## src/pkg/sdram_read_consts.svh

```systemverilog
// Constants for the read-burst engine: mode codes, burst sizes, queue sizes.
// Assumes inclusion by bare name from the design files; definitions only.
`ifndef SDRAM_READ_CONSTS_SVH
`define SDRAM_READ_CONSTS_SVH

// ============================================================
// Burst-length field codes
`define BURST_CODE_FIXED8 2'h0
`define BURST_CODE_PERCMD 2'h1
`define BURST_CODE_CHOP4 2'h2

// ============================================================
// Beat counts, one beat per link clock edge
`define EIGHT_BEAT_COUNT 4'h8
`define FOUR_BEAT_COUNT 4'h4

// ============================================================
// Pending read queue, pin group, data and latency widths
`define QUEUE_DEPTH 16
`define QUEUE_PTR_W 4
`define CK_COUNT_W 8
`define PIN_GROUP_W 10
`define DATA_W 8
`define BURST_DATA_W 64
`define LATENCY_W 6
`define LATENCY_RESET 6'h0B

`endif

```

## src/pkg/sdram_read_pkg.sv

```systemverilog
// Types shared by the read-burst engine.
// Assumes the constants header is compiled alongside.
package sdram_read_pkg;

	// ============================================================
	// Output driver state, Gray along idle, preamble, burst
	typedef enum logic [1:0] {
		drive_idle = 2'b00,
		drive_preamble = 2'b01,
		drive_burst = 2'b11
	} drive_state_type;

endpackage : sdram_read_pkg

```

## src/hdl/sdram_read_burst.sv

```systemverilog
// Read-burst engine of a synchronous DRAM: decodes read commands from the
// command pins, waits the read latency, then drives strobe and data on both
// link clock edges. Assumes the link clock and command pins come from outside
// the sys_clk domain, and that array data and configuration are on sys_clk.
`timescale 1ns/100ps
`include "sdram_read_consts.svh"

// Behaviour
// - Fixed eight, fixed four, or per-command bursts
// - Per-command mode: chop bit low four, high eight
// - Auto-close bit low: bank stays open
// - Auto-close bit high: bank precharged after burst
// - Field 00 fixed eight, 01 per-command
// - Field 10 fixed four always
// - Data starts at total read latency
// - Release at latency plus four or two
// - Read timing valid only with locked loop
// - One beat on each strobe edge
// - Low preamble before, undriven after burst
module sdram_read_burst (
	// Clock and reset
	input wire logic sys_clk,
	input wire logic srst,
	// Link clock and command pins
	input wire logic link_ck,
	input wire logic cs_n,
	input wire logic act_n,
	input wire logic ras_n,
	input wire logic cas_n,
	input wire logic we_n,
	input wire logic auto_close_address_bit,
	input wire logic chop_select_address_bit,
	input wire logic [1:0] bank,
	// Configuration
	input wire logic [1:0] first_mode_register,
	input wire logic [`LATENCY_W-1:0] additive_latency,
	input wire logic [`LATENCY_W-1:0] column_access_latency,
	input wire logic dll_locked,
	// Array side
	input wire logic [`BURST_DATA_W-1:0] array_data,
	output logic read_fetch,
	output logic [1:0] fetch_bank,
	output logic precharge_pulse,
	output logic [1:0] precharge_bank,
	// Data and strobe pins
	output logic [`DATA_W-1:0] dq_out,
	output logic dq_oe,
	output logic dqs_out,
	output logic dqs_oe,
	// Status
	output logic read_refused
);

	// ============================================================
	// Pin synchronisers
	logic [`PIN_GROUP_W-1:0] pin_meta;
	logic [`PIN_GROUP_W-1:0] pin_sync;
	logic ck_prev;
	wire [`PIN_GROUP_W-1:0] pin_raw = {link_ck, cs_n, act_n, ras_n, cas_n, we_n,
		auto_close_address_bit, chop_select_address_bit, bank};

	always_ff @(posedge sys_clk) begin
		if (srst) begin
			pin_meta <= '0;
			pin_sync <= '0;
			ck_prev <= 1'b0;
		end else begin
			pin_meta <= pin_raw;
			pin_sync <= pin_meta;
			ck_prev <= pin_sync[9];
		end
	end

	wire ck_rise = pin_sync[9] & ~ck_prev;
	wire ck_fall = ~pin_sync[9] & ck_prev;
	wire ck_edge = ck_rise | ck_fall;

	// ============================================================
	// Command decode, taken on the link clock rising edge
	// Any non-read command is ignored here, so it may overlap a burst
	wire is_read = ~pin_sync[8] & pin_sync[7] & pin_sync[6] & ~pin_sync[5]
		& pin_sync[4];
	wire cmd_close = pin_sync[3];
	wire cmd_chop_bit = pin_sync[2];
	wire [1:0] cmd_bank = pin_sync[1:0];
	wire read_take = ck_rise & is_read & dll_locked;
	wire read_bad = ck_rise & is_read & ~dll_locked;

	wire cmd_eight = (first_mode_register == `BURST_CODE_CHOP4) ? 1'b0 :
		(first_mode_register == `BURST_CODE_PERCMD) ? cmd_chop_bit :
		1'b1;
	wire [`CK_COUNT_W-1:0] total_read_latency =
		`CK_COUNT_W'(additive_latency) + `CK_COUNT_W'(column_access_latency);

	// ============================================================
	// Link cycle counter and pending read queue
	logic [`CK_COUNT_W-1:0] ck_count;
	logic [`CK_COUNT_W-1:0] q_due [`QUEUE_DEPTH];
	logic q_eight [`QUEUE_DEPTH];
	logic q_close [`QUEUE_DEPTH];
	logic [1:0] q_bank [`QUEUE_DEPTH];
	logic [`BURST_DATA_W-1:0] q_data [`QUEUE_DEPTH];
	logic [`QUEUE_PTR_W-1:0] wr_ptr;
	logic [`QUEUE_PTR_W-1:0] rd_ptr;
	logic [`QUEUE_PTR_W:0] q_level;

	// Queue full drops the read; the controller's command spacing keeps it clear
	wire q_full = (q_level == (`QUEUE_PTR_W+1)'(`QUEUE_DEPTH));
	wire q_empty = (q_level == '0);
	wire push = read_take & ~q_full;
	wire head_now = ~q_empty & (q_due[rd_ptr] == ck_count);
	wire head_next = ~q_empty & (q_due[rd_ptr] == ck_count + `CK_COUNT_W'(1));

	// ============================================================
	// Output driver state
	sdram_read_pkg::drive_state_type drive_state;
	sdram_read_pkg::drive_state_type next_drive_state;
	logic [3:0] beat;
	logic [3:0] beat_total;
	logic [`BURST_DATA_W-1:0] burst_data;
	logic burst_close;
	logic [1:0] burst_bank;

	wire burst_done = (beat == beat_total);
	wire start_burst = ck_rise & head_now & (drive_state != sdram_read_pkg::drive_burst
		| burst_done);
	wire pop = start_burst;
	wire end_burst = ck_rise & (drive_state == sdram_read_pkg::drive_burst) & burst_done;
	wire next_beat = ck_edge & (drive_state == sdram_read_pkg::drive_burst) & ~burst_done;

	always_comb begin
		next_drive_state = drive_state;
		case (drive_state)
			sdram_read_pkg::drive_idle: begin
				if (start_burst)
					next_drive_state = sdram_read_pkg::drive_burst;
				else if (ck_rise & head_next)
					next_drive_state = sdram_read_pkg::drive_preamble;
			end
			sdram_read_pkg::drive_preamble: begin
				if (start_burst)
					next_drive_state = sdram_read_pkg::drive_burst;
			end
			sdram_read_pkg::drive_burst: begin
				if (start_burst)
					next_drive_state = sdram_read_pkg::drive_burst;
				else if (end_burst & head_next)
					next_drive_state = sdram_read_pkg::drive_preamble;
				else if (end_burst)
					next_drive_state = sdram_read_pkg::drive_idle;
			end
			default: next_drive_state = sdram_read_pkg::drive_idle;
		endcase
	end

	// ============================================================
	// Queue storage and counters
	always_ff @(posedge sys_clk) begin
		if (push) begin
			q_due[wr_ptr] <= ck_count + total_read_latency;
			q_eight[wr_ptr] <= cmd_eight;
			q_close[wr_ptr] <= cmd_close;
			q_bank[wr_ptr] <= cmd_bank;
			q_data[wr_ptr] <= array_data;
		end
	end

	always_ff @(posedge sys_clk) begin
		if (srst) begin
			ck_count <= '0;
		end else if (ck_rise) begin
			ck_count <= ck_count + `CK_COUNT_W'(1);
		end
	end

	// ============================================================
	// Queue pointers and fill level
	always_ff @(posedge sys_clk) begin
		if (srst) begin
			wr_ptr <= '0;
			rd_ptr <= '0;
			q_level <= '0;
		end else begin
			if (push)
				wr_ptr <= wr_ptr + `QUEUE_PTR_W'(1);
			if (pop)
				rd_ptr <= rd_ptr + `QUEUE_PTR_W'(1);
			q_level <= q_level + (`QUEUE_PTR_W+1)'(push) - (`QUEUE_PTR_W+1)'(pop);
		end
	end

	// ============================================================
	// Burst driver state
	always_ff @(posedge sys_clk) begin
		if (srst) begin
			drive_state <= sdram_read_pkg::drive_idle;
		end else begin
			drive_state <= next_drive_state;
		end
	end

	// ============================================================
	// Beat counter
	wire [3:0] head_total = q_eight[rd_ptr] ? `EIGHT_BEAT_COUNT : `FOUR_BEAT_COUNT;

	always_ff @(posedge sys_clk) begin
		if (srst) begin
			beat <= '0;
			beat_total <= '0;
		end else if (start_burst) begin
			beat <= 4'h1;
			beat_total <= head_total;
		end else if (next_beat) begin
			beat <= beat + 4'h1;
		end
	end

	// ============================================================
	// Burst capture, held so the queue head may move on early
	always_ff @(posedge sys_clk) begin
		if (srst) begin
			burst_data <= '0;
			burst_close <= 1'b0;
			burst_bank <= '0;
		end else if (start_burst) begin
			burst_data <= q_data[rd_ptr];
			burst_close <= q_close[rd_ptr];
			burst_bank <= q_bank[rd_ptr];
		end
	end

	// ============================================================
	// Data and strobe pins
	always_ff @(posedge sys_clk) begin
		if (srst) begin
			dq_out <= '0;
			dqs_out <= 1'b0;
		end else if (start_burst) begin
			dq_out <= q_data[rd_ptr][`DATA_W-1:0];
			dqs_out <= 1'b1;
		end else if (next_beat) begin
			dq_out <= burst_data[beat*`DATA_W +: `DATA_W];
			dqs_out <= ~dqs_out;
		end else if (next_drive_state != sdram_read_pkg::drive_burst) begin
			dqs_out <= 1'b0;
		end
	end

	assign dqs_oe = (drive_state != sdram_read_pkg::drive_idle);
	assign dq_oe = (drive_state == sdram_read_pkg::drive_burst);

	// ============================================================
	// Array fetch pulse
	always_ff @(posedge sys_clk) begin
		if (srst) begin
			read_fetch <= 1'b0;
			fetch_bank <= '0;
		end else begin
			read_fetch <= push;
			if (push)
				fetch_bank <= cmd_bank;
		end
	end

	// ============================================================
	// Automatic row close
	wire close_now = end_burst & burst_close;

	always_ff @(posedge sys_clk) begin
		if (srst) begin
			precharge_pulse <= 1'b0;
			precharge_bank <= '0;
		end else begin
			// Close the bank only once its last beat is out
			precharge_pulse <= close_now;
			if (close_now)
				precharge_bank <= burst_bank;
		end
	end

	// ============================================================
	// Refusal status
	always_ff @(posedge sys_clk) begin
		if (srst) begin
			read_refused <= 1'b0;
		end else begin
			if (read_bad)
				read_refused <= 1'b1;
			else if (read_take)
				read_refused <= 1'b0;
		end
	end

endmodule : sdram_read_burst

```

## config.mk

```make
export PLATFORM = sky130hd
export DESIGN_NAME = sdram_read_burst
export DESIGN_NICKNAME = d
export VERILOG_FILES = /design/src/pkg/sdram_read_pkg.sv /design/src/hdl/sdram_read_burst.sv
export VERILOG_INCLUDE_DIRS = /design/src /design/src/pkg
export SDC_FILE = /design/constraint.sdc
export NUM_CORES = 1
export LEC_CHECK = 0
export ABC_AREA = 0
export BUFFER_PORTS_ARGS = -buffer_cell sky130_fd_sc_hd__buf_2
export CAP_MARGIN = 10
export CORE_UTILIZATION = 45
export DETAILED_ROUTE_END_ITERATION = 8
export SLEW_MARGIN = 20
export SYNTH_ARGS = -nofsm -noshare
export SYNTH_HDL_FRONTEND = slang
export SYNTH_SLANG_ARGS = --single-unit
```

## constraint.sdc

```tcl
create_clock -name sys_clk -period 17.83 [get_ports sys_clk]
set_input_delay 0.8915 -clock sys_clk [delete_from_list [all_inputs] [get_ports sys_clk]]
set_output_delay 0.8915 -clock sys_clk [all_outputs]
set_load 0.005 [all_outputs]
```

==> results_dict.tcl, run 1 <==
set metrics [dict create \
    result_of_the_run "completed" \
    clock_tree_sinks 1353 \
    synth_largest_area_cell "sky130_fd_sc_hd__edfxtp_1" \
    grt_util_all_layers 0.208 \
    first_iter_violations 2281 \
    antenna_found_initial 14 \
    ctsResizeCount 0 \
    timing.reg2reg.worst_path_depth 17 \
    final-setup-viol-count 0 \
    core_occupancy_in_the_finished_layout 0.513 \
    min_from "chop_select_address_bit" \
    numPortBuffers 108 \
    post_synth_and_or_nand_nor_area_fraction 0.0277 \
    criticalPathCategory "reg -> reg" \
    power.density_nw_per_um2 107 \
    power_leakage_uw 0.0179 \
    htree_num_levels 4 \
    report.final.slew_viol_count 0 \
    cts_max_path_buffers 3 \
    postRouteWirelength_um 119000 \
    detail_route.drc_violations 0 \
    timing.final.crit_share 0.284 \
    fill_cells 8954 \
    detailed_place.area_um2 54300 \
    tightest_slew_ns 1.11 \
    reg2reg_to "q_level[4]" \
    whs_path_depth 2 \
    synth_top_cell_area_share 0.703 \
    timing.critical_path.from_type "flop" \
    maxClockFrequency_mhz 197 \
    synth_compound_area_frac 0.0172 \
    rsz0062_at_grt "no" \
    synth_xor_area_frac 0.00604 \
    worst_ir_drop_vdd_v 0.0000913 \
    synth.ff_latch_count 1353 \
    avgViaCountPerCell 5.80 \
    timing.max_slew.rel_slack 0.258 \
    worst_setup_hold_path_clk_slew_ns 0.06 \
    synthesis.nets 2593 \
    netlist-cell-type-count 58 \
    area_delta_synth_final_pct 12.9 \
    fin_area_um2 58700 \
    layout_min_cycle_time_ns 5.07 \
    vias 24800 \
    floorplan.die.width_um 342 \
    critical_path_data_arrival_time_ns 5.68 \
    place.gp.congestion 0.779 \
    grt_pass1_wl_um 176000 \
    drive_above_1_share 0.273 \
    yosys_warnings 0 \
    max_cap_viol_count 0 \
    synth_adder_area_share 0.00814 \
    critPathRequiredTime_ns 18.44 \
    synth.yosys.seq_area_share 0.755 \
    synthCells 2473 \
    worstHoldPathType "in -> reg" \
    cp_max_fo 50 \
    die_height_um 342 \
    place_hpwl_um 63100 \
    clk_latency_ns 0.76 \
    largest_family_of_logic_cells_by_synthesized_area "multiplexers" \
    finalClockSkew_ns 0.0362 \
    finalNonFillerCells 4271 \
    cts_root_buffer "sky130_fd_sc_hd__clkbuf_16" \
    dr.pass1.iters 5 \
    post-cts-setup-buffers 0 \
    synth_area_leaders "sky130_fd_sc_hd__edfxtp_1, sky130_fd_sc_hd__mux4_2, sky130_fd_sc_hd__dfxtp_1, sky130_fd_sc_hd__nand2_1, sky130_fd_sc_hd__mux2i_1" \
    ant_nets 0 \
    setup_total_negative_slack_ns 0 \
    setup.worst_path.end_class "flop" \
    tritoncts.num_buffers 141 \
    reg2reg_slack_ns 12.76 \
    fp-row-count 124 \
    overflow 0 \
    layout.nets 2759 \
    netlist_area_um2 52000 \
    yosys-mux-area-fraction 0.172 \
    post_synth_edffs 1216 \
    initial_utilization 0.454 \
    area_of_the_core_um2 114000 \
    postCtsHoldBufs 0 \
    ys_async_sr_fraction 0 \
    cts_tree "done" \
    synth-main-ff-cell "sky130_fd_sc_hd__edfxtp_1" \
    fp.dieArea_um2 117000 \
    grt_pass1_vias 25600 \
    placedCellCount 4008 \
    grt_start_max_net_pins 110 \
    setup_ws_ns 12.76 \
    num_io_pins 109 \
    avgSynthCellArea_um2 21.0 \
    hold-path-endpoint "pin_meta[2]" \
    final_hold_viol_count 0 \
    pre_cts_slack_ns 12.62 \
    detail_route.wl_per_cell_um 27.9 \
]
[placed cells by master, fill, tap and decap left out, types with 4 or more instances in the layout]
cell,instances
sky130_fd_sc_hd__a211oi_1,13
sky130_fd_sc_hd__a21o_1,5
sky130_fd_sc_hd__a21oi_1,85
sky130_fd_sc_hd__a22oi_1,6
sky130_fd_sc_hd__a31oi_1,8
sky130_fd_sc_hd__and2_1,4
sky130_fd_sc_hd__and3_1,8
sky130_fd_sc_hd__buf_2,107
sky130_fd_sc_hd__buf_4,48
sky130_fd_sc_hd__bufinv_16,5
sky130_fd_sc_hd__clkbuf_1,45
sky130_fd_sc_hd__clkbuf_16,143
sky130_fd_sc_hd__clkinv_1,33
sky130_fd_sc_hd__clkinv_2,19
sky130_fd_sc_hd__dfxtp_1,133
sky130_fd_sc_hd__dfxtp_4,4
sky130_fd_sc_hd__diode_2,5
sky130_fd_sc_hd__edfxtp_1,1216
sky130_fd_sc_hd__fa_1,8
sky130_fd_sc_hd__ha_1,21
sky130_fd_sc_hd__inv_1,31
sky130_fd_sc_hd__inv_6,8
sky130_fd_sc_hd__mux2_2,10
sky130_fd_sc_hd__mux2i_1,44
sky130_fd_sc_hd__mux4_2,372
sky130_fd_sc_hd__nand2_1,160
sky130_fd_sc_hd__nand3_1,13
sky130_fd_sc_hd__nand4_1,9
sky130_fd_sc_hd__nor2_1,38
sky130_fd_sc_hd__nor2_4,12
sky130_fd_sc_hd__nor2b_1,28
sky130_fd_sc_hd__nor3_1,17
sky130_fd_sc_hd__nor3_2,5
sky130_fd_sc_hd__o21ai_0,10
sky130_fd_sc_hd__or3_1,6
sky130_fd_sc_hd__xnor2_1,14
sky130_fd_sc_hd__xnor2_2,5
sky130_fd_sc_hd__xor2_1,15
[cell type report]
type | instances | area (um^2) | share of cell area
Sequential cell | 1353 | 39300 | 0.669
Inverter | 32 | 120 | 0.00205
Antenna cell | 5 | 12.5 | 0.000213
Timing Repair Buffer | 156 | 916 | 0.0156
Multi-Input combinational cell | 955 | 12200 | 0.207
Tap cell | 1512 | 1890 | 0.0322
Clock inverter | 70 | 552 | 0.00941
Clock buffer | 188 | 3750 | 0.0639
[state kept, by name (all words and copies together) (netlist names), 4 cells and up, named ones only]
| name | cells |
|---|---|
| q_close | 16 |
| q_bank | 32 |
| beat | 4 |
| q_eight | 16 |
| pin_sync | 10 |
| q_level | 5 |
| dq_out | 8 |
| q_due | 128 |
| ck_count | 8 |
| rd_ptr | 4 |
| wr_ptr | 4 |
| pin_meta | 10 |
| q_data | 1024 |
| burst_data | 64 |
[worst max-delay path, cell delays in order (launching register included)]
cell,delay (ns)
sky130_fd_sc_hd__dfxtp_4,0.93
sky130_fd_sc_hd__buf_4,0.85
sky130_fd_sc_hd__mux4_2,0.61
sky130_fd_sc_hd__mux2i_1,0.15
sky130_fd_sc_hd__mux2i_1,0.11
sky130_fd_sc_hd__xnor2_1,0.39
sky130_fd_sc_hd__o211a_1,0.26
sky130_fd_sc_hd__and4_1,0.23
sky130_fd_sc_hd__ha_1,0.24
sky130_fd_sc_hd__inv_1,0.06
sky130_fd_sc_hd__ha_1,0.15
sky130_fd_sc_hd__inv_1,0.06
sky130_fd_sc_hd__fa_1,0.42
sky130_fd_sc_hd__inv_1,0.08
sky130_fd_sc_hd__a21oi_1,0.05
sky130_fd_sc_hd__nor2_1,0.13
sky130_fd_sc_hd__or3_1,0.13
sky130_fd_sc_hd__a21oi_1,0.06
[layer usage]
layer  share of wire  vias up  routed length [um]  track usage
li1                -    10500                   -            -
met1            0.44    13400               52100        0.296
met2            0.49      659               58600        0.335
met4           0.017       16                1980       0.0495
met3           0.053      180                6250       0.0384
met5         0.00071        -                  84            0
[cells in the mapped netlist, types with 2 or more instances]
library cell,instances
sky130_fd_sc_hd__dfxtp_1,137
sky130_fd_sc_hd__o21ai_0,10
sky130_fd_sc_hd__a22oi_1,6
sky130_fd_sc_hd__mux2i_1,44
sky130_fd_sc_hd__and3_1,8
sky130_fd_sc_hd__buf_2,25
sky130_fd_sc_hd__mux2_2,10
sky130_fd_sc_hd__inv_1,31
sky130_fd_sc_hd__a31oi_1,8
sky130_fd_sc_hd__o2111ai_1,2
sky130_fd_sc_hd__nor3_1,21
sky130_fd_sc_hd__xor2_1,16
sky130_fd_sc_hd__ha_1,21
sky130_fd_sc_hd__buf_4,5
sky130_fd_sc_hd__xnor2_1,18
sky130_fd_sc_hd__a21oi_1,86
sky130_fd_sc_hd__nor2b_1,28
sky130_fd_sc_hd__a22o_1,2
sky130_fd_sc_hd__clkbuf_1,77
sky130_fd_sc_hd__nand2_1,160
sky130_fd_sc_hd__buf_1,21
sky130_fd_sc_hd__nand3b_1,2
sky130_fd_sc_hd__buf_6,5
sky130_fd_sc_hd__o21bai_1,2
sky130_fd_sc_hd__and2_1,4
sky130_fd_sc_hd__a21o_1,5
sky130_fd_sc_hd__mux4_2,372
sky130_fd_sc_hd__a221oi_1,3
sky130_fd_sc_hd__nor2_1,50
sky130_fd_sc_hd__o21a_1,3
sky130_fd_sc_hd__a211oi_1,13
sky130_fd_sc_hd__or3_1,6
sky130_fd_sc_hd__o211a_1,2
sky130_fd_sc_hd__nand3_1,13
sky130_fd_sc_hd__fa_1,8
sky130_fd_sc_hd__edfxtp_1,1216
sky130_fd_sc_hd__and4_1,2
sky130_fd_sc_hd__nand2b_1,3
sky130_fd_sc_hd__nand4_1,9
[cell families after synthesis]
| kind of cell | Yosys count |
|---|---|
| compound gates | 149 |
| xor+xnor | 35 |
| fa+ha+maj | 29 |
| buf+inv | 165 |
| flops | 1353 |
| mux | 426 |
| simple gates | 316 |
[stage by stage]
step                power, uW  hold slack, ns
floorplan                3560           0.414
global placement         3600           0.426
detailed placement       3610           0.426
CTS                      6360           0.312
global route             6480           0.328
finish                   6300           0.350
[where the power goes]
| part | switching, uW | total (uW) | internal [uW] |
|---|---|---|---|
| Sequential | 2.14 | 3470 | 3470 |
| Clock | 1200 | 2760 | 1560 |
| Combinational | 61.6 | 78.2 | 16.5 |
[how the worst max path moves through the flow]
stage / endpoint / slack, ns / cells after the start
floorplan: q_bank[3][0] / 10.58 / 4
global placement: q_level[4] / 12.64 / 17
detailed placement: q_level[4] / 12.62 / 17
CTS: q_level[4] / 12.61 / 17
global route: q_level[4] / 12.26 / 17
finish: q_level[4] / 12.76 / 17
(Power assumes the default switching activity.)
==> inputs of run 2 (changes only) <==
--- a/config.mk
+++ b/config.mk
@@ -6,7 +6,7 @@
 export SDC_FILE = /design/constraint.sdc
 export NUM_CORES = 1
 export LEC_CHECK = 0
-export ABC_AREA = 0
+export ABC_AREA = 1
 export BUFFER_PORTS_ARGS = -buffer_cell sky130_fd_sc_hd__buf_2
 export CAP_MARGIN = 10
 export CORE_UTILIZATION = 45
==> constraint.sdc (replaced) <==
create_clock -name sys_clk -period 4.65 [get_ports sys_clk]
set_input_delay 0.2325 -clock sys_clk [delete_from_list [all_inputs] [get_ports sys_clk]]
set_output_delay 0.2325 -clock sys_clk [all_outputs]
set_load 0.005 [all_outputs]
==> run 2 against run 1 <==
Net effect:
- worst setup slack lost 12 ns
- non-clock buffer count up 101
- core utilization rose by 0.34 points
- synthesized cell count increased by 75%
- total power grew to 3.9 times the previous value
- first-iteration DRC count up 57%
- critical path type unchanged
- largest cell class unchanged
==> results_dict.tcl, run 2 <==
set metrics [dict create \
    synth-main-ff-cell "sky130_fd_sc_hd__edfxtp_1" \
    initial_utilization 0.454 \
    fp.dieArea_um2 121000 \
    place.gp.congestion 0.861 \
    avgViaCountPerCell 5.74 \
    placedCellCount 5744 \
    result_of_the_run "completed" \
    final-setup-viol-count 0 \
    postRouteWirelength_um 142000 \
    critical-path-slowest-cell "sky130_fd_sc_hd__dfxtp_4" \
    synth_area_leaders "sky130_fd_sc_hd__edfxtp_1, sky130_fd_sc_hd__o21ai_0, sky130_fd_sc_hd__dfxtp_1, sky130_fd_sc_hd__nor2_1, sky130_fd_sc_hd__o221ai_1" \
    cts_tree "done" \
    registers.top_by_ff_count "q_data" \
    synth_largest_area_cell "sky130_fd_sc_hd__edfxtp_1" \
    synth_top_cell_area_share 0.680 \
    fill_cells 10100 \
    die_height_um 347 \
    maxClockFrequency_mhz 247 \
    layout_min_cycle_time_ns 4.05 \
    reg2reg_slack_ns 0.60 \
    largest_register_ffs 1024 \
    layout_commonest_cell "sky130_fd_sc_hd__edfxtp_1" \
    setup_total_negative_slack_ns 0 \
    cts_max_path_buffers 3 \
    drive_above_1_share 0.0895 \
    cts_root_buffer "sky130_fd_sc_hd__clkbuf_16" \
    yosys_warnings 0 \
    worst_setup_hold_path_clk_slew_ns 0.06 \
    power.total_uw 24600 \
    critical_path.most_common_cell "sky130_fd_sc_hd__nand3_1" \
    grt_start_max_net_pins 225 \
    most_frequent_cells_in_the_layout "sky130_fd_sc_hd__edfxtp_1, sky130_fd_sc_hd__nor2_1, sky130_fd_sc_hd__o21ai_0, sky130_fd_sc_hd__nand2_1, sky130_fd_sc_hd__nand3_1" \
    cp_max_fo 39 \
    antenna_found_initial 5 \
    finalNonFillerCells 6073 \
    netlist-cell-type-count 37 \
    detail_route.drc_violations 0 \
    detail_route.wl_per_cell_um 23.4 \
    synthesis.nets 4440 \
    avgSynthCellArea_um2 12.4 \
    report.final.slew_viol_count 0 \
    setup_ws_ns 0.598 \
    first_iter_violations 3588 \
    post_synth_edffs 1216 \
    pre_cts_slack_ns 0.671 \
    timing.final.crit_share 0.871 \
    tightest_slew_ns 1.26 \
    cp_slowest_stage_delay_ns 0.64 \
    num_io_pins 109 \
    fp-row-count 126 \
    crit_path_cell_trace "buf_4 -> nand2_1 -> nand2_1 -> nand2_1 -> nand3_1 -> nand3_1 -> nand3_1 -> inv_1 -> nor2_1 -> nand3_1 -> nor3_2 -> ha_1 -> inv_1 -> ha_1 -> inv_1 -> fa_1 -> nor3_1 -> a211oi_1 -> o21ai_0 -> a21oi_1" \
    critPathRequiredTime_ns 5.26 \
    timing.critical_path.from_type "flop" \
    final_hold_viol_count 0 \
    place_hpwl_um 70400 \
    rsz0062_at_grt "no" \
    worstHoldPathType "in -> reg" \
    netlist_area_um2 53700 \
    critical_path_data_arrival_time_ns 4.66 \
    synth.yosys.seq_area_share 0.731 \
    vias 34900 \
    area_of_the_core_um2 118000 \
    synth.ff_latch_count 1353 \
    tritoncts.num_buffers 140 \
    timing.hold.ws_ns 0.0933 \
    top_regs "q_data: 1024 flops, q_due: 128 flops, burst_data: 64 flops" \
    power.density_nw_per_um2 402 \
    dr.pass1.iters 6 \
    grt_pass1_vias 33200 \
    numPortBuffers 108 \
    yosys.cell_count.top_type "sky130_fd_sc_hd__edfxtp_1" \
    clock_tree_sinks 1353 \
    timing.max_slew.rel_slack 0.161 \
    synthCells 4320 \
    criticalPathCategory "reg -> reg" \
    ant_nets 0 \
    critical_path.top_delay_family "simple AND/OR/NAND/NOR gates" \
    power_leakage_uw 0.0207 \
    setup.worst_path.end_class "flop" \
    synth.cells.most_frequent "sky130_fd_sc_hd__edfxtp_1, sky130_fd_sc_hd__nor2_1, sky130_fd_sc_hd__o21ai_0, sky130_fd_sc_hd__nand2_1, sky130_fd_sc_hd__clkbuf_1" \
    post-cts-setup-buffers 0 \
    grt_pass1_wl_um 212000 \
    floorplan.die.width_um 347 \
    htree_num_levels 4 \
    finalClockSkew_ns 0.0267 \
    area_delta_synth_final_pct 13.7 \
    max_cap_viol_count 0 \
    worst_ir_drop_vdd_v 0.000367 \
    grt_util_all_layers 0.233 \
    layout.nets 4546 \
    clk_latency_ns 0.75 \
    ys_async_sr_fraction 0 \
    path_buf_inv 4 \
    overflow 0 \
]
[run 2: changes by cell type in the layout (fill, tap and decap cells not counted), moves of 68 or more]
cell,before,now
sky130_fd_sc_hd__dlygate4sd3_1,0,76
sky130_fd_sc_hd__inv_1,31,209
sky130_fd_sc_hd__mux4_2,372,0
sky130_fd_sc_hd__nand2_1,160,329
sky130_fd_sc_hd__nand3_1,13,226
sky130_fd_sc_hd__nor2_1,38,707
sky130_fd_sc_hd__o211ai_1,1,69
sky130_fd_sc_hd__o21ai_0,10,659
sky130_fd_sc_hd__o221ai_1,0,203
sky130_fd_sc_hd__o22ai_1,0,71
[run 2: power breakdown]
part           switching (uW)  total (uW)  internal [uW]
combinational             325         458            133
clock                    4530       10800           6240
sequential               14.2       13300          13300
total                    4870       24600          19700
[run 2: logic make-up (layout without fill, tap and decap cells)]
logic type      Yosys count  count (layout)  synth area share
xor+xnor                 17              17           0.00277
fa+ha+maj                29              29           0.00787
simple gates           1299            1299            0.0971
flops                  1353            1353             0.731
buf+inv                 510             725            0.0380
compound gates         1112            1112             0.123
other cells               0               2                 0
[run 2: worst paths after layout]
check	from	end	cells past startpoint
hold reg to reg	pin_meta[7]	pin_sync[7]	2
setup / recovery	flop	q_level[4]	20
setup reg to reg	flop	q_level[4]	20
hold / removal	srst	pin_sync[0]	3
[run 2: cell type report]
class | count | area [um^2] | area share
well taps | 1536 | 1920 | 0.0315
repair buffers | 257 | 2100 | 0.0344
flip-flops and latches | 1353 | 39300 | 0.643
clock buffers | 188 | 3840 | 0.0629
diodes | 2 | 5.00 | 0.0000820
clock inverters | 63 | 544 | 0.00891
inverters | 217 | 838 | 0.0137
multi-input cells | 2457 | 12500 | 0.205
[run 2: what timing repair did]
action | CTS | global route
hold buffers | 76 | 0
endpoints found under the hold margin | 1051 | 0
gates resized for setup | 0 | 0
[run 2: metal layers]
metal / vias to the layer above / global-route usage / wire [um]
met5: - / 0 / 41
met4: 6 / 0.0648 / 2900
met3: 195 / 0.0359 / 10100
met2: 1246 / 0.371 / 66200
met1: 17400 / 0.333 / 63000
li1: 16000 / - / -
[run 2: per-stage QoR]
step	area, um^2	util
after floorplan	53700	-
after global placement	55900	0.473
after detailed placement	55900	0.473
after CTS	61100	0.516
after global routing	61100	0.516
final	61100	0.517
[run 2: worst register-to-register path, stage by stage, from the launching register on]
cell                       delay [ns]
sky130_fd_sc_hd__dfxtp_4         0.64
sky130_fd_sc_hd__buf_4           0.51
sky130_fd_sc_hd__nand2_1         0.14
sky130_fd_sc_hd__nand2_1         0.09
sky130_fd_sc_hd__nand2_1         0.05
sky130_fd_sc_hd__nand3_1         0.10
sky130_fd_sc_hd__nand3_1         0.16
sky130_fd_sc_hd__nand3_1         0.23
sky130_fd_sc_hd__inv_1           0.06
sky130_fd_sc_hd__nor2_1          0.10
sky130_fd_sc_hd__nand3_1         0.18
sky130_fd_sc_hd__nor3_2          0.21
sky130_fd_sc_hd__ha_1            0.26
sky130_fd_sc_hd__inv_1           0.06
sky130_fd_sc_hd__ha_1            0.15
sky130_fd_sc_hd__inv_1           0.06
sky130_fd_sc_hd__fa_1            0.42
sky130_fd_sc_hd__nor3_1          0.21
sky130_fd_sc_hd__a211oi_1        0.08
sky130_fd_sc_hd__o21ai_0         0.17
sky130_fd_sc_hd__a21oi_1         0.06
